<file path="config.mk">
export PLATFORM = sky130hd
export DESIGN_NAME = tic_monitor
export DESIGN_NICKNAME = d
export VERILOG_FILES = /design/src/hdl/tic_pkg.sv /design/src/hdl/tic_monitor.sv /design/src/hdl/tic_sync.sv /design/src/hdl/tic_timer.sv
export SDC_FILE = /design/constraint.sdc
export NUM_CORES = 1
export LEC_CHECK = 0
export BUFFER_PORTS_ARGS = -buffer_cell sky130_fd_sc_hd__buf_2
export CAP_MARGIN = 20
export CELL_PAD_IN_SITES_DETAIL_PLACEMENT = 1
export CELL_PAD_IN_SITES_GLOBAL_PLACEMENT = 2
export CORE_ASPECT_RATIO = 1.4
export CORE_UTILIZATION = 42
export DETAILED_ROUTE_END_ITERATION = 10
export PLACE_DENSITY = 0.85
export SLEW_MARGIN = 20
export SYNTH_ARGS = -nofsm -noshare
export SYNTH_HDL_FRONTEND = slang
export SYNTH_HIERARCHICAL = 1
export SYNTH_SLANG_ARGS = --single-unit
</file>
<file path="constraint.sdc">
create_clock -name sys_clk_i -period 3.3 [get_ports sys_clk_i]
set_input_delay 0.165 -clock sys_clk_i [delete_from_list [all_inputs] [get_ports sys_clk_i]]
set_output_delay 0.165 -clock sys_clk_i [all_outputs]
set_load 0.01 [all_outputs]
</file>
<file path="src/hdl/tic_pkg.sv">
// Contract
// - Power-stage enables only while both inhibit channels are high together.
// - Both channels low enters torque inhibit, all gate enables blocked.
// - Channels compared continuously; mismatch or internal fault switches drive off.
// - Either channel going low alone disables the output stage at once.
// - Skew up to 120 ms tolerated; longer raises warning fault 533.
// - Mismatch persisting after 533 locks with fault 960, 190..1480 ms later.
// - Differing contacts reach safe switch-off within 1600 ms of mismatch.
// - Diagnostic faults lock; only line power-up clears, never reset.
// - Both channels low 2,5 s into travel raises fault 348.
// - Both channels high 2,5 s after travel ends raises fault 532.
// - Both high at standstill, no travel in 2,5 s, raises 349.
// - Channels dropped during travel raise fault 531 after 200 ms.
// - Inhibit state shown on non-safety status output.
// - No active braking during inhibit; drive coasts.
package tic_pkg;

    // -----------------------------------------------------------------
    // Timing
    // -----------------------------------------------------------------
    localparam int unsigned CLK_HZ      = 50_000_000;
    localparam int unsigned CYC_PER_MS  = CLK_HZ / 1000;
    localparam int unsigned SKEW_MS     = 120;
    localparam int unsigned LOCK_MIN_MS = 190;
    localparam int unsigned LOCK_TYP_MS = 630;
    localparam int unsigned LOCK_MAX_MS = 1480;
    localparam int unsigned OFF_MAX_MS  = 1600;
    localparam int unsigned SEQ_MS      = 2500;
    localparam int unsigned INTR_MS     = 200;
    localparam int unsigned SKEW_CYC    = SKEW_MS * CYC_PER_MS;
    localparam int unsigned LOCK_CYC    = LOCK_TYP_MS * CYC_PER_MS;
    localparam int unsigned SEQ_CYC     = SEQ_MS * CYC_PER_MS;
    localparam int unsigned INTR_CYC    = INTR_MS * CYC_PER_MS;
    localparam int unsigned CNT_W       = 27;

    // -----------------------------------------------------------------
    // Fault codes
    // -----------------------------------------------------------------
    localparam logic [9:0] FC_NONE   = 10'h000;
    localparam logic [9:0] FC_REMAIN = 10'h15c;  // 348
    localparam logic [9:0] FC_NOTRV  = 10'h15d;  // 349
    localparam logic [9:0] FC_INTR   = 10'h213;  // 531
    localparam logic [9:0] FC_MISS   = 10'h214;  // 532
    localparam logic [9:0] FC_SKEW   = 10'h215;  // 533
    localparam logic [9:0] FC_LOCK   = 10'h3c0;  // 960

    // -----------------------------------------------------------------
    // Types
    // -----------------------------------------------------------------
    typedef struct packed {
        logic hw_fault;
        logic travel;
        logic chan_b;
        logic chan_a;
    } tic_in_s;

    typedef struct packed {
        logic skew;
        logic intr;
        logic miss;
        logic remain;
        logic notrv;
    } tic_flt_s;

    localparam tic_flt_s FLT_RST = '0;

    typedef enum logic [1:0] {
        ST_INHIBIT = 2'b00,
        ST_ENABLED = 2'b01,
        ST_SKEW    = 2'b11,
        ST_LOCKED  = 2'b10
    } tic_state_e;

endpackage : tic_pkg

</file>
<file path="src/hdl/tic_monitor.sv">
`timescale 1ns/100ps
`default_nettype none
module tic_monitor #(
    parameter int unsigned SKEW_CYC = tic_pkg::SKEW_CYC,
    parameter int unsigned LOCK_CYC = tic_pkg::LOCK_CYC,
    parameter int unsigned SEQ_CYC  = tic_pkg::SEQ_CYC,
    parameter int unsigned INTR_CYC = tic_pkg::INTR_CYC
) (
    input  wire logic       sys_clk_i,
    input  wire logic       rst_i,
    input  wire logic       por_i,
    input  wire logic       ce_i,
    input  wire logic       inhibit_channel_a_i,
    input  wire logic       inhibit_channel_b_i,
    input  wire logic       travel_i,
    input  wire logic       hw_fault_i,
    output logic            gate_enable_o,
    output logic            inhibit_status_output_o,
    output logic            locked_o,
    output logic [9:0]      fault_code_o,
    output tic_pkg::tic_flt_s warn_o
);

    // -----------------------------------------------------------------
    // Input synchronisers
    // -----------------------------------------------------------------
    tic_pkg::tic_in_s raw_in;
    tic_pkg::tic_in_s syn;

    assign raw_in.hw_fault = hw_fault_i;
    assign raw_in.travel   = travel_i;
    assign raw_in.chan_b   = inhibit_channel_b_i;
    assign raw_in.chan_a   = inhibit_channel_a_i;

    tic_sync #(
        .W (4)
    ) u_sync (
        .sys_clk_i (sys_clk_i),
        .rst_i     (rst_i),
        .ce_i      (ce_i),
        .d_i       (raw_in),
        .q_o       (syn)
    );

    // -----------------------------------------------------------------
    // Channel decode
    // -----------------------------------------------------------------
    wire both_on  = syn.chan_a & syn.chan_b;
    wire both_off = ~syn.chan_a & ~syn.chan_b;
    wire mismatch = syn.chan_a ^ syn.chan_b;

    // -----------------------------------------------------------------
    // Registers
    // -----------------------------------------------------------------
    tic_pkg::tic_state_e state_q;
    tic_pkg::tic_state_e state_d;
    tic_pkg::tic_flt_s   flt_q;
    tic_pkg::tic_flt_s   flt_d;
    logic                lock_q;
    logic                lock_d;
    logic                gate_q;
    logic                status_q;
    logic [9:0]          code_q;
    logic [9:0]          code_d;
    logic                after_trv_q;
    logic                was_on_q;

    // -----------------------------------------------------------------
    // Interval timers
    // -----------------------------------------------------------------
    logic skew_done;
    logic lock_done;
    logic remain_done;
    logic miss_done;
    logic notrv_done;
    logic intr_done;

    // Second stage only runs once the skew warning stands
    wire run_lock   = mismatch & flt_q.skew;
    wire run_remain = syn.travel & both_off & ~was_on_q;
    wire run_miss   = ~syn.travel & both_on & after_trv_q;
    wire run_notrv  = ~syn.travel & both_on & ~after_trv_q;
    wire run_intr   = syn.travel & ~both_on & was_on_q;

    tic_timer #(
        .LIMIT (SKEW_CYC)
    ) u_t_skew (
        .sys_clk_i (sys_clk_i),
        .rst_i     (rst_i),
        .ce_i      (ce_i),
        .run_i     (mismatch),
        .done_o    (skew_done)
    );

    tic_timer #(
        .LIMIT (LOCK_CYC)
    ) u_t_lock (
        .sys_clk_i (sys_clk_i),
        .rst_i     (rst_i),
        .ce_i      (ce_i),
        .run_i     (run_lock),
        .done_o    (lock_done)
    );

    tic_timer #(
        .LIMIT (SEQ_CYC)
    ) u_t_remain (
        .sys_clk_i (sys_clk_i),
        .rst_i     (rst_i),
        .ce_i      (ce_i),
        .run_i     (run_remain),
        .done_o    (remain_done)
    );

    tic_timer #(
        .LIMIT (SEQ_CYC)
    ) u_t_miss (
        .sys_clk_i (sys_clk_i),
        .rst_i     (rst_i),
        .ce_i      (ce_i),
        .run_i     (run_miss),
        .done_o    (miss_done)
    );

    tic_timer #(
        .LIMIT (SEQ_CYC)
    ) u_t_notrv (
        .sys_clk_i (sys_clk_i),
        .rst_i     (rst_i),
        .ce_i      (ce_i),
        .run_i     (run_notrv),
        .done_o    (notrv_done)
    );

    tic_timer #(
        .LIMIT (INTR_CYC)
    ) u_t_intr (
        .sys_clk_i (sys_clk_i),
        .rst_i     (rst_i),
        .ce_i      (ce_i),
        .run_i     (run_intr),
        .done_o    (intr_done)
    );

    // -----------------------------------------------------------------
    // Travel sequence tracking
    // -----------------------------------------------------------------
    // after_trv_q armed by travel, disarmed when the inhibit is applied again; was_on_q clears when travel ends
    always_ff @(posedge sys_clk_i) begin
        if (rst_i) begin
            after_trv_q <= 1'b0;
            was_on_q    <= 1'b0;
        end else if (ce_i) begin
            after_trv_q <= syn.travel | (after_trv_q & ~both_off);
            was_on_q    <= syn.travel & (both_on | was_on_q);
        end
    end

    // -----------------------------------------------------------------
    // Warning flags: sticky, only a reset clears them
    // -----------------------------------------------------------------
    assign flt_d.skew   = flt_q.skew   | skew_done;
    assign flt_d.intr   = flt_q.intr   | intr_done;
    assign flt_d.miss   = flt_q.miss   | miss_done;
    assign flt_d.remain = flt_q.remain | remain_done;
    assign flt_d.notrv  = flt_q.notrv  | notrv_done;

    always_ff @(posedge sys_clk_i) begin
        if (rst_i || por_i) begin
            flt_q <= tic_pkg::FLT_RST;
        end else if (ce_i) begin
            flt_q <= flt_d;
        end
    end

    // -----------------------------------------------------------------
    // Locked fault: survives rst_i, cleared only at line power-up
    // -----------------------------------------------------------------
    // Worst case skew plus lock stage stays under the 1600 ms bound
    assign lock_d = lock_q | lock_done | syn.hw_fault;

    always_ff @(posedge sys_clk_i) begin
        if (por_i) begin
            lock_q <= 1'b0;
        end else if (ce_i) begin
            lock_q <= lock_d;
        end
    end

    // -----------------------------------------------------------------
    // Power-stage state
    // -----------------------------------------------------------------
    // Lock overrides everything; a single low channel drops the stage
    always_comb begin
        state_d = state_q;
        case (state_q)
            tic_pkg::ST_INHIBIT: begin
                if (both_on) begin
                    state_d = tic_pkg::ST_ENABLED;
                end else if (mismatch) begin
                    state_d = tic_pkg::ST_SKEW;
                end
            end
            tic_pkg::ST_ENABLED: begin
                if (mismatch) begin
                    state_d = tic_pkg::ST_SKEW;
                end else if (both_off) begin
                    state_d = tic_pkg::ST_INHIBIT;
                end
            end
            tic_pkg::ST_SKEW: begin
                if (both_on) begin
                    state_d = tic_pkg::ST_ENABLED;
                end else if (both_off) begin
                    state_d = tic_pkg::ST_INHIBIT;
                end
            end
            tic_pkg::ST_LOCKED: begin
                state_d = tic_pkg::ST_LOCKED;
            end
            default: begin
                state_d = tic_pkg::ST_INHIBIT;
            end
        endcase
        if (lock_d) begin
            state_d = tic_pkg::ST_LOCKED;
        end
    end

    // Locked state re-enters after rst_i since lock_q is kept
    always_ff @(posedge sys_clk_i) begin
        if (rst_i) begin
            state_q <= tic_pkg::ST_INHIBIT;
        end else if (ce_i) begin
            state_q <= state_d;
        end
    end

    // -----------------------------------------------------------------
    // Outputs
    // -----------------------------------------------------------------
    // No brake drive exists here: with gates off the motor coasts
    always_ff @(posedge sys_clk_i) begin
        if (rst_i) begin
            gate_q   <= 1'b0;
            status_q <= 1'b1;
        end else if (ce_i) begin
            gate_q   <= (state_d == tic_pkg::ST_ENABLED);
            status_q <= (state_d != tic_pkg::ST_ENABLED);
        end
    end

    // Highest-severity fault wins the code output
    always_comb begin
        if (lock_d) begin
            code_d = tic_pkg::FC_LOCK;
        end else if (flt_d.skew) begin
            code_d = tic_pkg::FC_SKEW;
        end else if (flt_d.intr) begin
            code_d = tic_pkg::FC_INTR;
        end else if (flt_d.miss) begin
            code_d = tic_pkg::FC_MISS;
        end else if (flt_d.remain) begin
            code_d = tic_pkg::FC_REMAIN;
        end else if (flt_d.notrv) begin
            code_d = tic_pkg::FC_NOTRV;
        end else begin
            code_d = tic_pkg::FC_NONE;
        end
    end

    always_ff @(posedge sys_clk_i) begin
        if (rst_i) begin
            code_q <= tic_pkg::FC_NONE;
        end else if (ce_i) begin
            code_q <= code_d;
        end
    end

    assign gate_enable_o           = gate_q;
    assign inhibit_status_output_o = status_q;
    assign locked_o                = lock_q;
    assign fault_code_o            = code_q;
    assign warn_o                  = flt_q;

    // -----------------------------------------------------------------
    // Assertions
    // -----------------------------------------------------------------
    chk_gate_both_on: assert property (@(posedge sys_clk_i)
        disable iff (rst_i || por_i)
        (ce_i && !both_on) |=> !gate_enable_o)
        else $error("gate enabled without both channels");

    chk_gate_inhibit: assert property (@(posedge sys_clk_i)
        disable iff (rst_i || por_i)
        (ce_i && both_off) |=> (!gate_enable_o && inhibit_status_output_o))
        else $error("inhibit not applied on both channels low");

    chk_single_drop: assert property (@(posedge sys_clk_i)
        disable iff (rst_i || por_i)
        (gate_enable_o && ce_i && mismatch) |=> !gate_enable_o)
        else $error("single channel drop left stage on");

    chk_hw_lock: assert property (@(posedge sys_clk_i)
        disable iff (rst_i || por_i)
        (ce_i && syn.hw_fault) |=> (locked_o && fault_code_o == tic_pkg::FC_LOCK))
        else $error("internal fault did not lock");

    chk_lock_sticky: assert property (@(posedge sys_clk_i)
        disable iff (por_i)
        locked_o |=> locked_o)
        else $error("locked fault cleared without power-up");

    chk_lock_cause: assert property (@(posedge sys_clk_i)
        disable iff (rst_i || por_i)
        $rose(locked_o) |-> ($past(flt_q.skew) || $past(syn.hw_fault)))
        else $error("lock without prior skew warning");

    chk_skew_cause: assert property (@(posedge sys_clk_i)
        disable iff (rst_i || por_i)
        $rose(flt_q.skew) |-> $past(mismatch, 2))
        else $error("skew warning without mismatch");

    chk_intr_cause: assert property (@(posedge sys_clk_i)
        disable iff (rst_i || por_i)
        $rose(flt_q.intr) |-> $past(run_intr, 2))
        else $error("interruption fault without cause");

    chk_status_tie: assert property (@(posedge sys_clk_i)
        disable iff (rst_i || por_i)
        inhibit_status_output_o == !gate_enable_o)
        else $error("status output disagrees with stage");

    cov_enable: cover property (@(posedge sys_clk_i) $rose(gate_enable_o));
    cov_lock:   cover property (@(posedge sys_clk_i) $rose(locked_o));
    cov_notrv:  cover property (@(posedge sys_clk_i) $rose(flt_q.notrv));
    cov_intr:   cover property (@(posedge sys_clk_i) $rose(flt_q.intr));

endmodule : tic_monitor
`default_nettype wire

</file>
<file path="src/hdl/tic_sync.sv">
`timescale 1ns/100ps
`default_nettype none
module tic_sync #(
    parameter int unsigned W = 4
) (
    input  wire logic         sys_clk_i,
    input  wire logic         rst_i,
    input  wire logic         ce_i,
    input  wire logic [W-1:0] d_i,
    output logic      [W-1:0] q_o
);
    logic [W-1:0] meta_q;
    logic [W-1:0] sync_q;

    // -----------------------------------------------------------------
    // Two stages per bit; first stage feeds only the second
    // -----------------------------------------------------------------
    for (genvar i = 0; i < W; i++) begin : g_bit
        always_ff @(posedge sys_clk_i) begin
            if (rst_i) begin
                meta_q[i] <= 1'b0;
                sync_q[i] <= 1'b0;
            end else if (ce_i) begin
                meta_q[i] <= d_i[i];
                sync_q[i] <= meta_q[i];
            end
        end
    end

    assign q_o = sync_q;
endmodule : tic_sync
`default_nettype wire

</file>
<file path="src/hdl/tic_timer.sv">
`timescale 1ns/100ps
`default_nettype none
module tic_timer #(
    parameter int unsigned LIMIT = 2
) (
    input  wire logic sys_clk_i,
    input  wire logic rst_i,
    input  wire logic ce_i,
    input  wire logic run_i,
    output logic      done_o
);
    localparam logic [tic_pkg::CNT_W-1:0] LAST = tic_pkg::CNT_W'(LIMIT - 1);

    logic [tic_pkg::CNT_W-1:0] cnt_q;
    logic                      done_q;
    wire                       at_last = (cnt_q == LAST);

    // Counts while run holds; any drop restarts the interval
    always_ff @(posedge sys_clk_i) begin
        if (rst_i || (ce_i && !run_i)) begin
            cnt_q  <= '0;
            done_q <= 1'b0;
        end else if (ce_i) begin
            if (!at_last) begin
                cnt_q <= cnt_q + 1'b1;
            end
            done_q <= at_last;
        end
    end

    assign done_o = done_q;
endmodule : tic_timer
`default_nettype wire
</file>
== Yosys cells after proc, flatten, opt, wreduce, memory -nomap -nowiden ==
Index checks and enable logic that the tools add are counted.

* Register bits after elaboration: 198
* Output and inout port bits: 18
* Logic and storage cells: 123

* $add $sub $neg: 6
* Equal/unequal tests: 11
* Multiplexer cells: 13
* Bitwise gates (word level): 35
* Reductions and logical operators: 26

{| class="wikitable"
|+ Operators by type and width
! kind !! count
|-
| $add 27x1->27 const B || 6
|-
| $eq 27x27->1 const B || 3
|-
| $mux 10 || 4
|-
| $eq 27x23->1 const B || 1
|-
| $eq 27x24->1 const B || 1
|-
| $eq 27x25->1 const B || 1
|-
| $mux 9 || 2
|-
| $not 1->1 || 13
|-
| $and 1x1->1 || 12
|-
| $mux 2 || 6
|-
| $reduce_and 2->1 || 6
|-
| $or 1x1->1 || 9
|-
| $pmux 2 s4 || 1
|-
| $logic_or 1x1->1 || 7
|-
| $logic_and 1x1->1 || 6
|-
| $logic_not 1->1 || 6
|-
| $eq 2x1->1 const B || 2
|-
| $eq 2x2->1 const B || 2
|-
| $logic_not 2->1 || 1
|-
| $ne 2x1->1 const B || 1
|-
| $xor 1x1->1 || 1
|}

== Logic depth before layout (Yosys ltp) ==
* Depth after elaboration: 7
* Gate-level depth with buffers: 9
* Gate-level depth less buffers: 8

== Cells and area by module ==
Netlist, hierarchy kept.

{| class="wikitable"
|+ By module, submodules not included
! module !! instances !! cells each !! area an instance (um2) !! sequential area each (um2)
|-
| tic_timer (u_t_miss ...) || 3 || 177 || 1498.9 || 560.5
|-
| tic_timer (u_t_skew) || 1 || 161 || 1397.6 || 560.5
|-
| tic_timer (u_t_lock) || 1 || 163 || 1377.6 || 560.5
|-
| tic_timer (u_t_intr) || 1 || 152 || 1320.0 || 560.5
|-
| tic_monitor || 1 || 109 || 939.7 || 400.4
|-
| tic_sync || 1 || 26 || 285.3 || 160.2
|}

== Least setup slack after synthesis ==
Ideal clock, no wire load.

* Kind: reg-to-reg
* Start: register u_t_intr/cnt_q[16] in the netlist's numbering
* End: register u_t_intr/cnt_q[5] in the netlist's numbering
* Library setup time: 116 ps
* Arrival time: 1945 ps
* Required time: 3184 ps
* Slack: 1239 ps
* Cell stages (with the launch flop): 7
* Clock period less this slack: 2061 ps
* Cell sequence: dfxtp_1 or4_1 or4_4 nor4_4 buf_6 nor2_2 a41o_1

* Word-level cells in the longest chain between the ends: 3

{| class="wikitable"
|+ RTL lines
! element !! RTL line !! RTL
|-
| start, declared || tic_timer.sv:14 || <nowiki>logic [tic_pkg::CNT_W-1:0] cnt_q;</nowiki>
|-
| start signal, assigned || tic_timer.sv:25 || <nowiki>cnt_q <= cnt_q + 1'b1;</nowiki>
|-
| $eq 27x24->1 || tic_timer.sv:16 || <nowiki>wire at_last = (cnt_q == LAST);</nowiki>
|-
| $not 1->1 (no line) || n/a ||
|-
| $reduce_and 2->1 (no line) || n/a ||
|}

No other way between the ends.
A chain may end at the register's enable or synchronous reset.

== Final worst setup path ==
* Start: register u_t_intr/cnt_q[16] in the netlist's numbering
* End: register u_t_intr/cnt_q[0] in the netlist's numbering

Same word-level chain as after synthesis.

==> summary.txt <==
Layout
  – Fraction of layout cells with a size suffix above 1: 0.0856
  – Layout area overhead: 9.53%
  – Most frequent cells in the layout: dfxtp_1 (196), nand2_1 (104), nor2_1 (103)
  – Non-filler instance count after layout: 1457
  – Most common cell after layout, fill and taps aside: dfxtp_1
  – # nets final: 1159
  – # diodes: 0

Logic synthesis
  – Area share of fa/ha/maj cells after synthesis: 0.0102
  – Post-synthesis cell count: 1142
  – Mapped Nets: 1158
  – Largest family of logic cells by synthesized area: simple AND/OR/NAND/NOR gates
  – Mux cell area share after synthesis: 0.0265
  – Ys flop type: dfxtp_1
  – Synth Area in Compound Gates: 0.143
  – Ys async rst share: 0
  – Post-Synth XOR/XNOR Area: 0.0598
  – Synthesized area per cell: 8.60 um^2
  – Seq cells post-synth: 196
  – Area leader, netlist: dfxtp_1
  – Post-synthesis cell type count: 73
  – Ranking of synthesized cells by area: dfxtp_1 (40%), a21oi_1 (4.6%), nand2_1 (4.0%)
  – Sequential-to-total area share from yosys stat: 0.400
  – Mapped Area: 9820 um^2
  – Warnings from Yosys: 6
  – Simple-gate share of the synthesized area: 0.321
  – Top cell type's share of synthesized area: 0.400
  – Number of synthesized flops with an enable pin: 0

Floorplan
  – Die Height: 183 um
  – # IOs: 26
  – Core Area: 22800 um^2
  – Die Wd: 131 um
  – Die ar.: 24000 um^2
  – Initial Util: 0.431
  – Rows: 65

Global routing
  – First-pass GRT wire length: 41300 um
  – Pin count of the biggest net entering global routing: 38
  – Number of global-route vias before repair: 8438
  – Overflow after GRT: 0
  – Initial antenna violation count: 0
  – Tot GR Track Use: 0.207

STA
  – RSZ-0062 raised after global routing: no
  – Hold slack: 0.0214 ns
  – Period utilization: 0.731
  – Worst relative slew slack: 0.361
  – Minimum clock period: 2.41 ns
  – # setup viols final: 0
  – Worst slew pin tran: 0.958 ns
  – Clk_skew: 0.00788 ns
  – Slew Limit Fails: 0
  – FMAX: 414 MHz
  – Setup tns final: 0 ns
  – Fin. Hold Viols: 0

Clocking
  – Clk buf depth: 2
  – Root buffer cell: clkbuf_16
  – CTS tree: yes
  – Htree depth: 4
  – Sink Count: 196
  – PostCTS Resize Cnt: 0
  – Clk slew on worst S/H paths: 0.07 ns
  – Num CTS Buffers: 17
  – Later-pin clock latency in the skew report: 0.44 ns

Detailed routing
  – DR vias: 8470
  – Antenna viol nets, final: 0
  – Initial DRC Count: 289
  – Drt total wl: 24100 um
  – Drt first pass iters: 4
  – Number of vias per cell: 5.81
  – DRC: 0
  – Routed WL per cell: 16.6 um

Run
  – Max_cap viols: 0

Place
  – IO buf count: 24
  – Hpwl dp: 16800 um
  – RePlAce Congestion: 0.807
  – Cell count after placement: 1421

Setup path
  – Slowest cell on crit path: or4_4
  – Worst path required time: 3.67 ns
  – Top Family by Delay on Critical Path: simple AND/OR/NAND/NOR gates
  – Crit Path Max Fanout: 13
  – Crit-path cells: or4_1 > or4_4 > nor4_4 > or2b_2 > mux2i_1
  – CP Buf/Inv Count: 0
  – Reg-to-reg startpoint: u_t_intr/cnt_q[16]
  – CP Launch Type: flop
  – Crit path arrival time: 2.78 ns
  – Critical Path Max Stage Delay: 0.54 ns
  – Setup crit start: u_t_intr/cnt_q[16]
  – CP Capture Type: flop
  – Crit Path Category: reg -> reg

Hold path
  – Hold Crit Start: travel_i
  – HP Class: in -> reg

Pwr
  – Power per cell area: 443 nW/um^2
  – VDD IR max: 0.000328 V
  – LEAKAGE: 3.29 nW

Status
  – Status: finished clean
## area by class of cell
class                           count  area, um^2
Clock inverter                     13         174
Fill cell                        2711       12000
Tap cell                          301         377
Clock buffer                       19         443
Sequential cell                   196        3920
Multi-Input combinational cell    861        5500
Inverter                           33         124
Timing Repair Buffer               34         208
## final timing paths
kind                       endpoint  slack [ns]  cells past startpoint
setup / recovery  u_t_intr/cnt_q[0]        0.89                      5
hold / removal     u_sync/meta_q[2]        0.02                      3
hold reg to reg     fault_code_o[4]        0.48                      2
setup reg to reg  u_t_intr/cnt_q[0]        0.89                      5
## synthesized netlist by cell type (7+ instances only)
cell	n
nor2_1	103
o31ai_1	37
nand2_1	104
nand3_1	60
dfxtp_1	196
nor4_1	32
nand2b_1	20
o21ai_0	13
o41ai_1	10
xor2_1	32
clkbuf_1	27
a211oi_1	9
or4_1	42
nand4_1	41
a21oi_1	90
and4_1	11
ha_1	8
xnor2_1	35
nand4bb_1	7
o21ai_1	16
a2111o_1	9
and3_1	12
mux2i_1	26
buf_2	10
or3_1	18
inv_1	33
nor3_1	27
## per-layer routing
| metal | GRT usage | part of all wire | vias to the layer above |
|---|---|---|---|
| li1 | - | - | 4225 |
| met1 | 0.245 | 0.46 | 4138 |
| met2 | 0.375 | 0.50 | 73 |
| met3 | 0.0301 | 0.016 | 34 |
| met4 | 0.0781 | 0.019 | 0 |
| met5 | 0 | 0 | - |
## metrics by stage
stage / worst slack (ns) / util / power, mW / cell area, um^2
3_5_place_dp: 0.909 / 0.443 / 2.61 / 10100
3_3_place_gp: 0.964 / 0.443 / 2.61 / 10100
4_1_cts: 0.872 / 0.472 / 4.83 / 10800
6_report: 0.887 / 0.472 / 4.76 / 10800
5_1_grt: 0.725 / 0.472 / 4.94 / 10800
2_1_floorplan: 1.24 / - / 2.56 / 9820
## logic make-up after synthesis
family,after synthesis
flip-flops,196
multiplexers,26
AND/OR/NAND/NOR,545
XOR/XNOR,67
adder cells (fa/ha/maj),8
other,1
AO/OA/AOI/OAI,214
buffers and inverters,85
## tightest hold or removal path, stage by stage
cell and delay (ns):
buf_2 0.12, mux2i_1 0.07, nor2_1 0.07
## power breakdown
group / leakage, nW / switching [mW] / internal (mW) / total [mW]
logic: 1.42 / 0.109 / 0.0510 / 0.160
registers: 1.58 / 0.0160 / 2.38 / 2.40
clock network: 0.290 / 0.975 / 1.23 / 2.20
## what timing repair did
item                      in CTS  in global routing
setup buffers                  0                  0
hold buffers                   4                  0
hold endpoints to repair       9                  0
## sequential cells by signal (all words and copies together) (netlist names), 5 cells and up
signal / count
u_t_intr/cnt_q: 27
u_t_lock/cnt_q: 27
u_t_miss/cnt_q: 27
u_t_notrv/cnt_q: 27
u_t_remain/cnt_q: 27
u_t_skew/cnt_q: 27
fault_code_o: 8
warn_o: 5
(Power assumes the default switching activity.)
